### src/hdl/loc_pkg.sv
// Constants, types and register map of the logic output conditioner.
package loc_pkg;
	// ****************************************************************
	// Timing
	// ****************************************************************
	localparam int CLK_PERIOD_NS = 50;
	localparam int TICK_PERIOD_NS = 1000000;
	localparam int TICK_CYCLES = TICK_PERIOD_NS / CLK_PERIOD_NS;
	localparam logic [15:0] ON_DELAY_MAX_MS = 16'hEA60;
	localparam logic [15:0] HOLD_MAX_MS = 16'h270F;
	// ****************************************************************
	// Reset values
	// ****************************************************************
	localparam logic [15:0] ON_DELAY_RESET = 16'h0000;
	localparam logic [15:0] HOLD_RESET = 16'h0000;
	localparam logic POLARITY_RESET = 1'h0;
	// ****************************************************************
	// Assignment codes
	// ****************************************************************
	typedef logic [4:0] sel_t;
	localparam sel_t SEL_NONE = 5'h00;
	localparam sel_t SEL_NO_FAULT = 5'h01;
	localparam sel_t SEL_APP_FIRST = 5'h1C;
	localparam sel_t SEL_LINE_CTR = 5'h1C;
	localparam sel_t SEL_OUT_CTR = 5'h1D;
	localparam sel_t SEL_DC_PRE = 5'h1E;
	localparam sel_t SEL_DAMPER = 5'h1F;
	localparam int NCOND = 28;
	// ****************************************************************
	// Register map
	// ****************************************************************
	localparam int NCHAN = 3;
	localparam int ADDR_W = 4;
	localparam int DATA_W = 16;
	localparam logic [1:0] FLD_ASSIGN = 2'h0;
	localparam logic [1:0] FLD_ON_DELAY = 2'h1;
	localparam logic [1:0] FLD_HOLD = 2'h2;
	localparam logic [1:0] FLD_POLARITY = 2'h3;
	localparam logic [3:0] REG_STATUS = 4'hC;
	localparam int STATUS_PIN_POS = 4;
endpackage : loc_pkg

### src/hdl/chan_if.sv
// Signals between the conditioner core and one output channel.
`timescale 1ns/10ps
`default_nettype none
interface chan_if;
	logic tick;
	logic cond;
	logic zero_on;
	logic zero_hold;
	logic force_pos;
	logic active_low;
	logic [15:0] on_delay;
	logic [15:0] hold_time;
	logic state;
	logic pin;
	modport ctrl (output tick, cond, zero_on, zero_hold, force_pos,
		active_low, on_delay, hold_time, input state, pin);
	modport chan (input tick, cond, zero_on, zero_hold, force_pos,
		active_low, on_delay, hold_time, output state, pin);
endinterface : chan_if
`default_nettype wire

### src/hdl/chan_timer.sv
// One output channel: on-delay, hold time and polarity.
`timescale 1ns/10ps
`default_nettype none
module chan_timer (
	// Clock and reset
	input wire logic clk_sys_in,
	input wire logic rst_in,
	// Channel
	chan_if.chan c
);
	// ****************************************************************
	// Timer
	// ****************************************************************
	logic [15:0] cnt;
	wire differ = c.cond != c.state;
	wire [15:0] limit_on = c.zero_on ? 16'h0000 : c.on_delay; // RULE6
	wire [15:0] limit_hold = c.zero_hold ? 16'h0000 : c.hold_time; // RULE7
	wire [15:0] limit = c.cond ? limit_on : limit_hold; // RULE1 RULE2
	wire [15:0] cnt_inc = cnt + 16'h0001;
	// The tick runs free, so the first tick after a change may come at
	// once; expiring on the tick after the count has reached the limit
	// keeps the delay from ever being shorter than the setting.
	wire expire = (limit == 16'h0000) ||
		(c.tick && cnt >= limit); // RULE1 RULE2
	wire next_state = (differ && expire) ? c.cond : c.state;
	// A condition that reverts drops the partial count. RULE10
	wire [15:0] next_cnt = (!differ || expire) ? 16'h0000 :
		(c.tick ? cnt_inc : cnt);
	wire eff_neg = c.active_low && !c.force_pos; // RULE5
	wire next_pin = next_state ^ eff_neg; // RULE3 RULE4

	always_ff @(posedge clk_sys_in) begin
		if (rst_in) begin
			cnt <= 16'h0000; // RULE11
			c.state <= 1'b0;
			c.pin <= 1'b0;
		end else begin
			cnt <= next_cnt;
			c.state <= next_state;
			c.pin <= next_pin;
		end
	end
endmodule : chan_timer
`default_nettype wire

### src/hdl/logic_output_conditioner.sv
// Logic output conditioner: two extension outputs and a reused analog output.
// Functional notes
// RULE1: Output follows a rising condition after the on-delay, 0..60000 ms.
// RULE2: Output follows a falling condition after the hold time, 0..9999 ms.
// RULE3: Active-high polarity drives 1 while the condition is true.
// RULE4: Active-low polarity drives 0 while true and 1 otherwise.
// RULE5: No-fault, precharge and line contactor assignments force active-high.
// RULE6: Zero on-delay for no-fault, output, precharge, line contactor codes.
// RULE7: No-fault, precharge and line contactor assignments zero hold time.
// RULE8: Contactor, precharge, damper codes set only by application logic.
// RULE9: Reused analog output gives minimum level for 0, maximum for 1.
// RULE10: A condition reverting mid-timer abandons the timer, output unchanged.
// RULE11: Timers count a one-millisecond tick; counters clear on reset.
`timescale 1ns/10ps
`default_nettype none
module logic_output_conditioner #(
	parameter int TICK_CYCLES = loc_pkg::TICK_CYCLES,
	parameter int ANA_W = 12,
	parameter logic [ANA_W-1:0] ANA_MIN = 12'h000,
	parameter logic [ANA_W-1:0] ANA_MAX = 12'hFFF
) (
	// Clock and reset
	input wire logic clk_sys_in,
	input wire logic rst_in,
	// Register port
	input wire logic [loc_pkg::ADDR_W-1:0] addr_in,
	input wire logic [loc_pkg::DATA_W-1:0] wdata_in,
	input wire logic wr_in,
	input wire logic rd_in,
	output logic [loc_pkg::DATA_W-1:0] rdata_out,
	// Internal conditions
	input wire logic [loc_pkg::NCOND-1:0] cond_in,
	input wire logic [3:0] app_cond_in,
	// Application assignments, one per channel
	input wire logic [loc_pkg::NCHAN-1:0] app_valid_in,
	input wire logic [2*loc_pkg::NCHAN-1:0] app_code_in,
	// Outputs
	output logic ext_logic_out_a_out,
	output logic ext_logic_out_b_out,
	output logic analog_reuse_logic_out_out,
	output logic [ANA_W-1:0] first_analog_out_out
);
	localparam int TW = $clog2(TICK_CYCLES);
	localparam logic [TW-1:0] TICK_LAST = TW'(TICK_CYCLES - 1);

	// ****************************************************************
	// Millisecond tick
	// ****************************************************************
	logic [TW-1:0] tick_cnt;
	logic tick;
	wire tick_wrap = tick_cnt == TICK_LAST;
	wire [TW-1:0] next_tick_cnt = tick_wrap ? '0 : tick_cnt + TW'(1);

	always_ff @(posedge clk_sys_in) begin
		if (rst_in) begin
			tick_cnt <= '0; // RULE11
			tick <= 1'b0;
		end else begin
			tick_cnt <= next_tick_cnt; // RULE11
			tick <= tick_wrap;
		end
	end

	// ****************************************************************
	// Write decode and clamping
	// ****************************************************************
	wire [1:0] wr_chan = addr_in[3:2];
	wire [1:0] fld = addr_in[1:0];
	wire loc_pkg::sel_t wr_sel = wdata_in[4:0];
	// Application-only codes are refused from the register port.
	wire wr_sel_ok = wr_sel < loc_pkg::SEL_APP_FIRST; // RULE8
	wire [15:0] wr_on = (wdata_in > loc_pkg::ON_DELAY_MAX_MS) ?
		loc_pkg::ON_DELAY_MAX_MS : wdata_in; // RULE1
	wire [15:0] wr_hold = (wdata_in > loc_pkg::HOLD_MAX_MS) ?
		loc_pkg::HOLD_MAX_MS : wdata_in; // RULE2

	// ****************************************************************
	// Channels
	// ****************************************************************
	chan_if ch [loc_pkg::NCHAN] ();
	loc_pkg::sel_t sw_sel [loc_pkg::NCHAN];
	loc_pkg::sel_t eff_sel [loc_pkg::NCHAN];
	logic [15:0] on_dly [loc_pkg::NCHAN];
	logic [15:0] hold [loc_pkg::NCHAN];
	logic neg [loc_pkg::NCHAN];
	logic [15:0] chan_rd [loc_pkg::NCHAN];
	logic [loc_pkg::NCHAN-1:0] state_vec;
	logic [loc_pkg::NCHAN-1:0] pin_vec;

	genvar i;
	generate
		for (i = 0; i < loc_pkg::NCHAN; i++) begin : g_chan
			wire wr_here = wr_in && (wr_chan == 2'(i));
			wire [1:0] app_code = app_code_in[2*i +: 2];
			wire loc_pkg::sel_t sel = app_valid_in[i] ?
				{3'b111, app_code} : sw_sel[i]; // RULE8
			wire is_app = sel >= loc_pkg::SEL_APP_FIRST;
			wire sel_cond = is_app ? app_cond_in[sel[1:0]] :
				((sel == loc_pkg::SEL_NONE) ? 1'b0 : cond_in[sel]);
			wire fixed = (sel == loc_pkg::SEL_NO_FAULT) ||
				(sel == loc_pkg::SEL_DC_PRE) ||
				(sel == loc_pkg::SEL_LINE_CTR);

			assign eff_sel[i] = sel;
			assign ch[i].tick = tick;
			assign ch[i].cond = sel_cond;
			assign ch[i].force_pos = fixed; // RULE5
			assign ch[i].zero_hold = fixed; // RULE7
			assign ch[i].zero_on = fixed ||
				(sel == loc_pkg::SEL_OUT_CTR); // RULE6
			assign ch[i].active_low = neg[i];
			assign ch[i].on_delay = on_dly[i];
			assign ch[i].hold_time = hold[i];
			assign state_vec[i] = ch[i].state;
			assign pin_vec[i] = ch[i].pin;
			assign chan_rd[i] =
				(fld == loc_pkg::FLD_ASSIGN) ? {11'h000, eff_sel[i]} :
				(fld == loc_pkg::FLD_ON_DELAY) ? on_dly[i] :
				(fld == loc_pkg::FLD_HOLD) ? hold[i] :
				{15'h0000, neg[i]};

			always_ff @(posedge clk_sys_in) begin
				if (rst_in) begin
					sw_sel[i] <= loc_pkg::SEL_NONE;
					on_dly[i] <= loc_pkg::ON_DELAY_RESET;
					hold[i] <= loc_pkg::HOLD_RESET;
					neg[i] <= loc_pkg::POLARITY_RESET;
				end else if (wr_here) begin
					case (fld)
						loc_pkg::FLD_ASSIGN: begin
							if (wr_sel_ok) begin
								sw_sel[i] <= wr_sel; // RULE8
							end
						end
						loc_pkg::FLD_ON_DELAY: on_dly[i] <= wr_on;
						loc_pkg::FLD_HOLD: hold[i] <= wr_hold;
						default: neg[i] <= wdata_in[0];
					endcase
				end
			end

			chan_timer u_chan (
				.clk_sys_in(clk_sys_in),
				.rst_in(rst_in),
				.c(ch[i])
			);
		end
	endgenerate

	// ****************************************************************
	// Read path
	// ****************************************************************
	wire [15:0] status_word = {9'h000, pin_vec, 1'b0, state_vec};
	wire chan_hit = wr_chan < 2'(loc_pkg::NCHAN);
	wire [15:0] rd_word = chan_hit ? chan_rd[wr_chan] :
		(addr_in == loc_pkg::REG_STATUS) ? status_word : 16'h0000;

	always_ff @(posedge clk_sys_in) begin
		if (rst_in) begin
			rdata_out <= 16'h0000;
		end else begin
			rdata_out <= rd_in ? rd_word : 16'h0000;
		end
	end

	// ****************************************************************
	// Outputs
	// ****************************************************************
	assign ext_logic_out_a_out = ch[0].pin;
	assign ext_logic_out_b_out = ch[1].pin;
	assign analog_reuse_logic_out_out = ch[2].pin;

	always_ff @(posedge clk_sys_in) begin
		if (rst_in) begin
			first_analog_out_out <= ANA_MIN;
		end else begin
			first_analog_out_out <= ch[2].pin ? ANA_MAX : ANA_MIN; // RULE9
		end
	end
endmodule : logic_output_conditioner
`default_nettype wire
### config.mk
export PLATFORM = sky130hd
export DESIGN_NAME = logic_output_conditioner
export DESIGN_NICKNAME = d
export VERILOG_FILES = /design/src/hdl/loc_pkg.sv /design/src/hdl/chan_if.sv /design/src/hdl/chan_timer.sv /design/src/hdl/logic_output_conditioner.sv
export SDC_FILE = /design/constraint.sdc
export NUM_CORES = 1
export LEC_CHECK = 0
export BUFFER_PORTS_ARGS = -buffer_cell sky130_fd_sc_hd__buf_2
export CAP_MARGIN = 20
export CORE_ASPECT_RATIO = 0.75
export CORE_MARGIN = 2
export CORE_UTILIZATION = 60
export CTS_BUF_LIST = sky130_fd_sc_hd__clkbuf_8
export DETAILED_ROUTE_END_ITERATION = 10
export HOLD_SLACK_MARGIN = 0.06
export MAX_ROUTING_LAYER = met4
export PLACE_DENSITY = 0.77
export SETUP_SLACK_MARGIN = 0.3
export SLEW_MARGIN = 30
export SYNTH_ARGS = -nofsm -noshare
export SYNTH_HDL_FRONTEND = slang
export SYNTH_SLANG_ARGS = --single-unit
### constraint.sdc
create_clock -name clk_sys_in -period 7.5 [get_ports clk_sys_in]
set_input_delay 2.25 -clock clk_sys_in [delete_from_list [all_inputs] [get_ports clk_sys_in]]
set_output_delay 2.25 -clock clk_sys_in [all_outputs]
set_load 0.1 [all_outputs]
======== Word-level counts from Yosys, hierarchy flattened ========
Memory sizes are Yosys's and may differ from the RTL's.
Cells that the tools add are included.
cells by class
  add/sub/neg operators ................... 4
  $lt $le $gt $ge ......................... 17
  equality and inequality tests ........... 21
  muxes and demuxes ....................... 105
  reduce and logical (&&, ||, !) cells .... 47
  bitwise operators ....................... 17
operators with widths
  operator                                                          number
  2-to-1 mux 16 bit                                                 29
  2-to-1 mux 1 bit                                                  61
  adder 16 x 1 -> 16 bit (second input constant)                    3
  >= comparator 16 bit                                              3
  logical NOT 16 bit                                                3
  equality test 5 bit (second input constant)                       9
  binary-select mux 16 bit (select 2 bit)                           1
  2-to-1 mux 5 bit                                                  6
  < comparator 5 x 6 -> 1 bit (second input constant)               3
  greater-than comparator 16 x 14 -> 1 bit (second input constant)  1
  greater-than comparator 16 bit (second input constant)            1
  adder 15 x 1 -> 15 bit (second input constant)                    1
  binary-select mux 1 bit (select 5 bit)                            3
  equality test 15 bit (second input constant)                      1
  equality test 5 x 1 -> 1 bit (second input constant)              3
  >= comparator 5 bit (second input constant)                       3
  logical NOT 5 bit                                                 3
  logical OR 1 bit                                                  15
  logical AND 1 bit                                                 12
  2-to-1 mux 12 bit                                                 1
  OR 1 bit                                                          12
  OR reduction 2 bit                                                5
  < comparator 2 x 3 -> 1 bit (second input constant)               3
  2-to-1 mux 7 bit                                                  1
  14 further kinds                                                  28
storage, ports and cells
  RAM bits ................................ 114
  input bits .............................. 65
  output and inout port bits .............. 31
  logic and storage cells ................. 228
  bits in registers ....................... 98
  memories ................................ 4
memories
  memory  depth  bits a word  read ports  clocked after memory_dff  wr ports  RTL line                        RTL
  hold    3      16           3           0                         3         logic_output_conditioner.sv:84  logic [15:0] hold [loc_pkg::NCHAN];
  on_dly  3      16           3           0                         3         logic_output_conditioner.sv:83  logic [15:0] on_dly [loc_pkg::NCHAN];
  sw_sel  3      5            3           0                         3         logic_output_conditioner.sv:81  loc_pkg::sel_t sw_sel [loc_pkg::NCHAN];
  neg     3      1            3           0                         3         logic_output_conditioner.sv:85  logic neg [loc_pkg::NCHAN];

======== Depth between registers and ports, before layout ========
An unclocked memory read counts as a cell.
  word-level depth ........................ 14
  mapped depth ............................ 21
  depth with buffers taken out ............ 15

======== Modules after synthesis ========
A second synthesis with hierarchy kept.
unflattened totals
  cells, all modules ...................... 1254
  area total of the unflattened synthesis .. 12349.3 µm²
modules (own cells, without submodules)
  module                             area an instance (µm²)  instances  cells each
  logic_output_conditioner           7818.7                  1          759
  chan_timer (g_chan[0].u_chan ...)  1541.5                  2          164
  chan_timer (g_chan[2].u_chan)      1447.6                  1          167

======== Worst setup path after synthesis ========
Ideal clock, no wire load.
  path kind ............................... input to register
  from .................................... input app_valid_in[0] in the netlist's numbering
  to ...................................... register g_chan[0].u_chan.cnt[11]
  arrival time ............................ 5935 ps
  setup slack ............................. 1495 ps
  stages on the path ...................... 17
  required time ........................... 7430 ps
  cells stage by stage .................... buf_6 mux2_4 a221o_1 a2111oi_4 nor4_2 nor2_2 buf_2 a31oi_1 ha_1 a21o_1 a31oi_1 o21ai_0 a311oi_1 o21ai_1 clkbuf_1 or3_1 a21oi_1
on the way
  cells in the longest elaborated chain, start to end .. 12
  elaborated cells between the ends (all ways) .. 27
  those cells by class .................... order compare (2); eq/ne (5); mux (10); reduce/logical (10)
RTL lines
  item                                                          RTL line                        RTL
  start: declaration                                            logic_output_conditioner.sv:35  input wire logic [loc_pkg::NCHAN-1:0] app_valid_in,
  2-to-1 mux 5 bit (*)                                          logic_output_conditioner.sv:95  wire loc_pkg::sel_t sel = app_valid_in[i] ?
  branches (longest 9 deep; another with >= comparator 16 bit)  n/a
  logical OR 1 bit (*)                                          chan_timer.sv:27                wire [15:0] next_cnt = (!differ || expire) ? 16'h0000 :
  OR reduction 2 bit (no line) (*)                              n/a
  end signal: assignment                                        chan_timer.sv:38                cnt <= next_cnt;
  end: declaration                                              chan_timer.sv:14                logic [15:0] cnt;
Mark *: on every way between the ends. The select of a mux whose other input is x is not followed.
A chain may end at the register's enable or synchronous reset.

======== Worst setup path in the final report ========
  from .................................... input app_valid_in[0] in the netlist's numbering
  to ...................................... register g_chan[0].u_chan.cnt[12]
Same word-level chain as after synthesis.

==> results.yml <==
timing:
  hold_violations: 0
  layout_min_cycle_time_ns: 6.45
  finalSetupViolCount: 0
  rsz0062_at_grt: "no"
  fmaxAchievable_mhz: 155
  worst_slew_pin_slew_ns: 1.01
  slew_viol_final: 0
  maxSlewHeadroom: 0.327
  finalSetupTns_ns: 0
  worst_clock_skew_ns: 0.0471
  min_period_over_period: 0.860
setup_path:
  crit_buf_inv: 1
  path_class: "input pin to flop"
  path_cells: "buf_2 -> mux2_4 -> a221o_1 -> a2111oi_4 -> nor4_2 -> nor2_2 -> a31oi_1 -> ha_1 -> a21o_1 -> a21o_1 -> a21o_1 -> a311oi_1 -> o21ai_1 -> or3_1 -> a21oi_1"
  cp-end-kind: "flop"
  cp.arrival_ns: 6.96
  cp_data_required_time_ns: 8.01
  crit_slowest_cell: "nor2_2"
  ff2ff_setup_slack_ns: 2.37
  cpPeakStageDelay_ns: 0.48
  path_max_fanout: 25
  crit_family: "compound AO/OA/AOI/OAI gates"
  endpoint: "g_chan[0].u_chan.cnt[12]"
  r2r_start: "sw_sel[0][0]"
  timing.rr.end: "g_chan[0].u_chan.cnt[12]"
  cpMostUsedCell: "a21o_1"
  ff2ff_path_depth: 15
  cp-startpoint: "app_valid_in[0]"
  cp-start-kind: "input pin"
  cp_num_cells: 15
flow_run:
  max_cap_violations: 0
placed_design:
  numPortBuffers: 95
  placed_area_um2: 13500
  place_hpwl_um: 30200
  place.gp.congestion: 0.999
clock_tree:
  cts_tree: "yes"
  ctsHtreeMaxLevel: 1
  clk_pin_slew_worst_paths_ns: 0.06
  post-cts-setup-buffer-count: 0
  ctsLongestPathBuffers: 3
  clk_latency_ns: 0.62
  cts_buffers: 31
  cts_hold_buf: 0
  clock-sinks: 201
  clock-root-buffer: "clkbuf_8"
  cts_resized: 0
route:
  first_pass_iters: 6
  wirelength_um: 40600
  wire_per_inst_um: 22.6
  dr.first_iter.drc_count: 1884
  via_per_inst: 6.59
  vias: 11808
  drc: 0
  antenna_left: 0
power:
  ir_worst_vdd_mv: 0.158
  p_leak_nw: 5.50
  power_density_nw_per_um2: 196
global_route:
  antenna_found_initial: 1
  grt_pass1_wl_um: 60700
  track_usage: 0.352
  grt_pass1_vias: 10603
  grt_max_degree: 51
  overflow: 0
synth:
  ys.flop_type: "edfxtp_1"
  seq_area_frac_synth: 0.398
  syn_avg_cell_area_um2: 9.09
  ys_seq_elements: 201
  syn_inst: 1429
  synth_area_um2: 13000
  synth.top_cells.by_area: "edfxtp_1 26%, dfxtp_1 13%, ha_1 5.0%"
  synth_edf_count: 114
  yosys.area.top_type: "edfxtp_1"
  synth.distinct_cells: 92
  yosys.area.top_type_share: 0.264
  async_reset_ff_frac: 0
  yosys_warnings: 0
die:
  rows: 46
  dieArea_um2: 22900
  coreArea_um2: 21200
  io_pins: 96
  fp.dieW_um: 174
  dieHeight_um: 131
  start_util: 0.613
final_layout:
  nets: 1597
  drive_gt1_frac: 0.138
  layout_common_cells: "155 x nor2_1, 147 x nand2_1, 114 x edfxtp_1"
  final_common_cell: "nor2_1"
  design_area_um2: 14100
  fillers: 1832
  syn2layout_area_growth_pct: 8.64
min_path:
  hold_class: "flop to flop"
run_status:
  status: "completed"
[cell type report]
class	count	area, um^2	area share
clock buffer	35	482	0.0341
clock inverter	22	125	0.00887
antenna	1	2.50	0.000177
multi-input combinational	1120	7330	0.520
inverter	17	63.8	0.00452
tap	288	360	0.0255
timing repair buffer	109	581	0.0411
sequential	201	5160	0.366
[power by group]
group | internal [W] | switching (W)
Clock | 0.000463 | 0.000448
Combinational | 0.000173 | 0.000387
Sequential | 0.00121 | 0.0000819
[registers in the layout, indices dropped and copies added, names as in the netlist]
name                   count
g_chan.u_chan.c.pin        3
on_dly                    48
rdata_out                 16
g_chan.u_chan.c.state      3
neg                        3
first_analog_out_out       1
hold                      48
tick_cnt                  15
g_chan.u_chan.cnt         48
ch.tick                    1
sw_sel                    15
[worst min-delay path by stage]
stage / from / to / cells after the start
after CTS: tick_cnt[0] / tick_cnt[0] / 1
after detailed placement: tick_cnt[0] / tick_cnt[0] / 1
after global placement: tick_cnt[0] / tick_cnt[0] / 1
final: tick_cnt[0] / tick_cnt[0] / 1
after global routing: tick_cnt[0] / tick_cnt[0] / 1
after floorplan: tick_cnt[0] / tick_cnt[0] / 1
[cell usage after synthesis (all sizes together) (18+ instances only)]
cell,n
a21oi,94
buf,47
o21ai,50
a21o,23
nor2,157
clkbuf,49
nor3,24
dfxtp,87
xor2,39
edfxtp,114
nand2b,26
ha,52
nand3,26
nand2,147
a31oi,49
and3,21
xnor2,19
nand4,18
mux2i,50
nor4,43
a211oi,26
and2,72
or3,18
[metrics by stage]
step	utilization	total power [W]	setup slack, ns	hold WS [ns]	instances
global placement	0.637	0.00185	0.643	0.448	1735
floorplan	-	0.00169	1.50	0.430	1434
CTS	0.666	0.00274	1.12	0.467	1792
finish	0.666	0.00277	1.05	0.463	1793
global route	0.666	0.00285	0.718	0.477	1793
detailed placement	0.637	0.00186	0.493	0.452	1735
[layer usage]
metal  share of wire  wire length [um]  vias to the layer above  global-route usage
li1                -                 -                     5389                   -
met1            0.40             16400                     5497               0.486
met2            0.42             17000                      826               0.499
met3            0.15              6040                       96               0.124
met4           0.027              1090                        0              0.0752
met5               0                 0                        -                   -
[kinds of logic after synthesis]
logic type	after synthesis	share of synthesized area
AND/OR/NAND/NOR	595	0.237
flip-flops	201	0.398
AO/OA/AOI/OAI	346	0.180
buffers and inverters	113	0.0409
adder cells (fa/ha/maj)	52	0.0501
XOR/XNOR	58	0.0391
other	1	0.000289
multiplexers	63	0.0552
(Power assumes the default switching activity.)
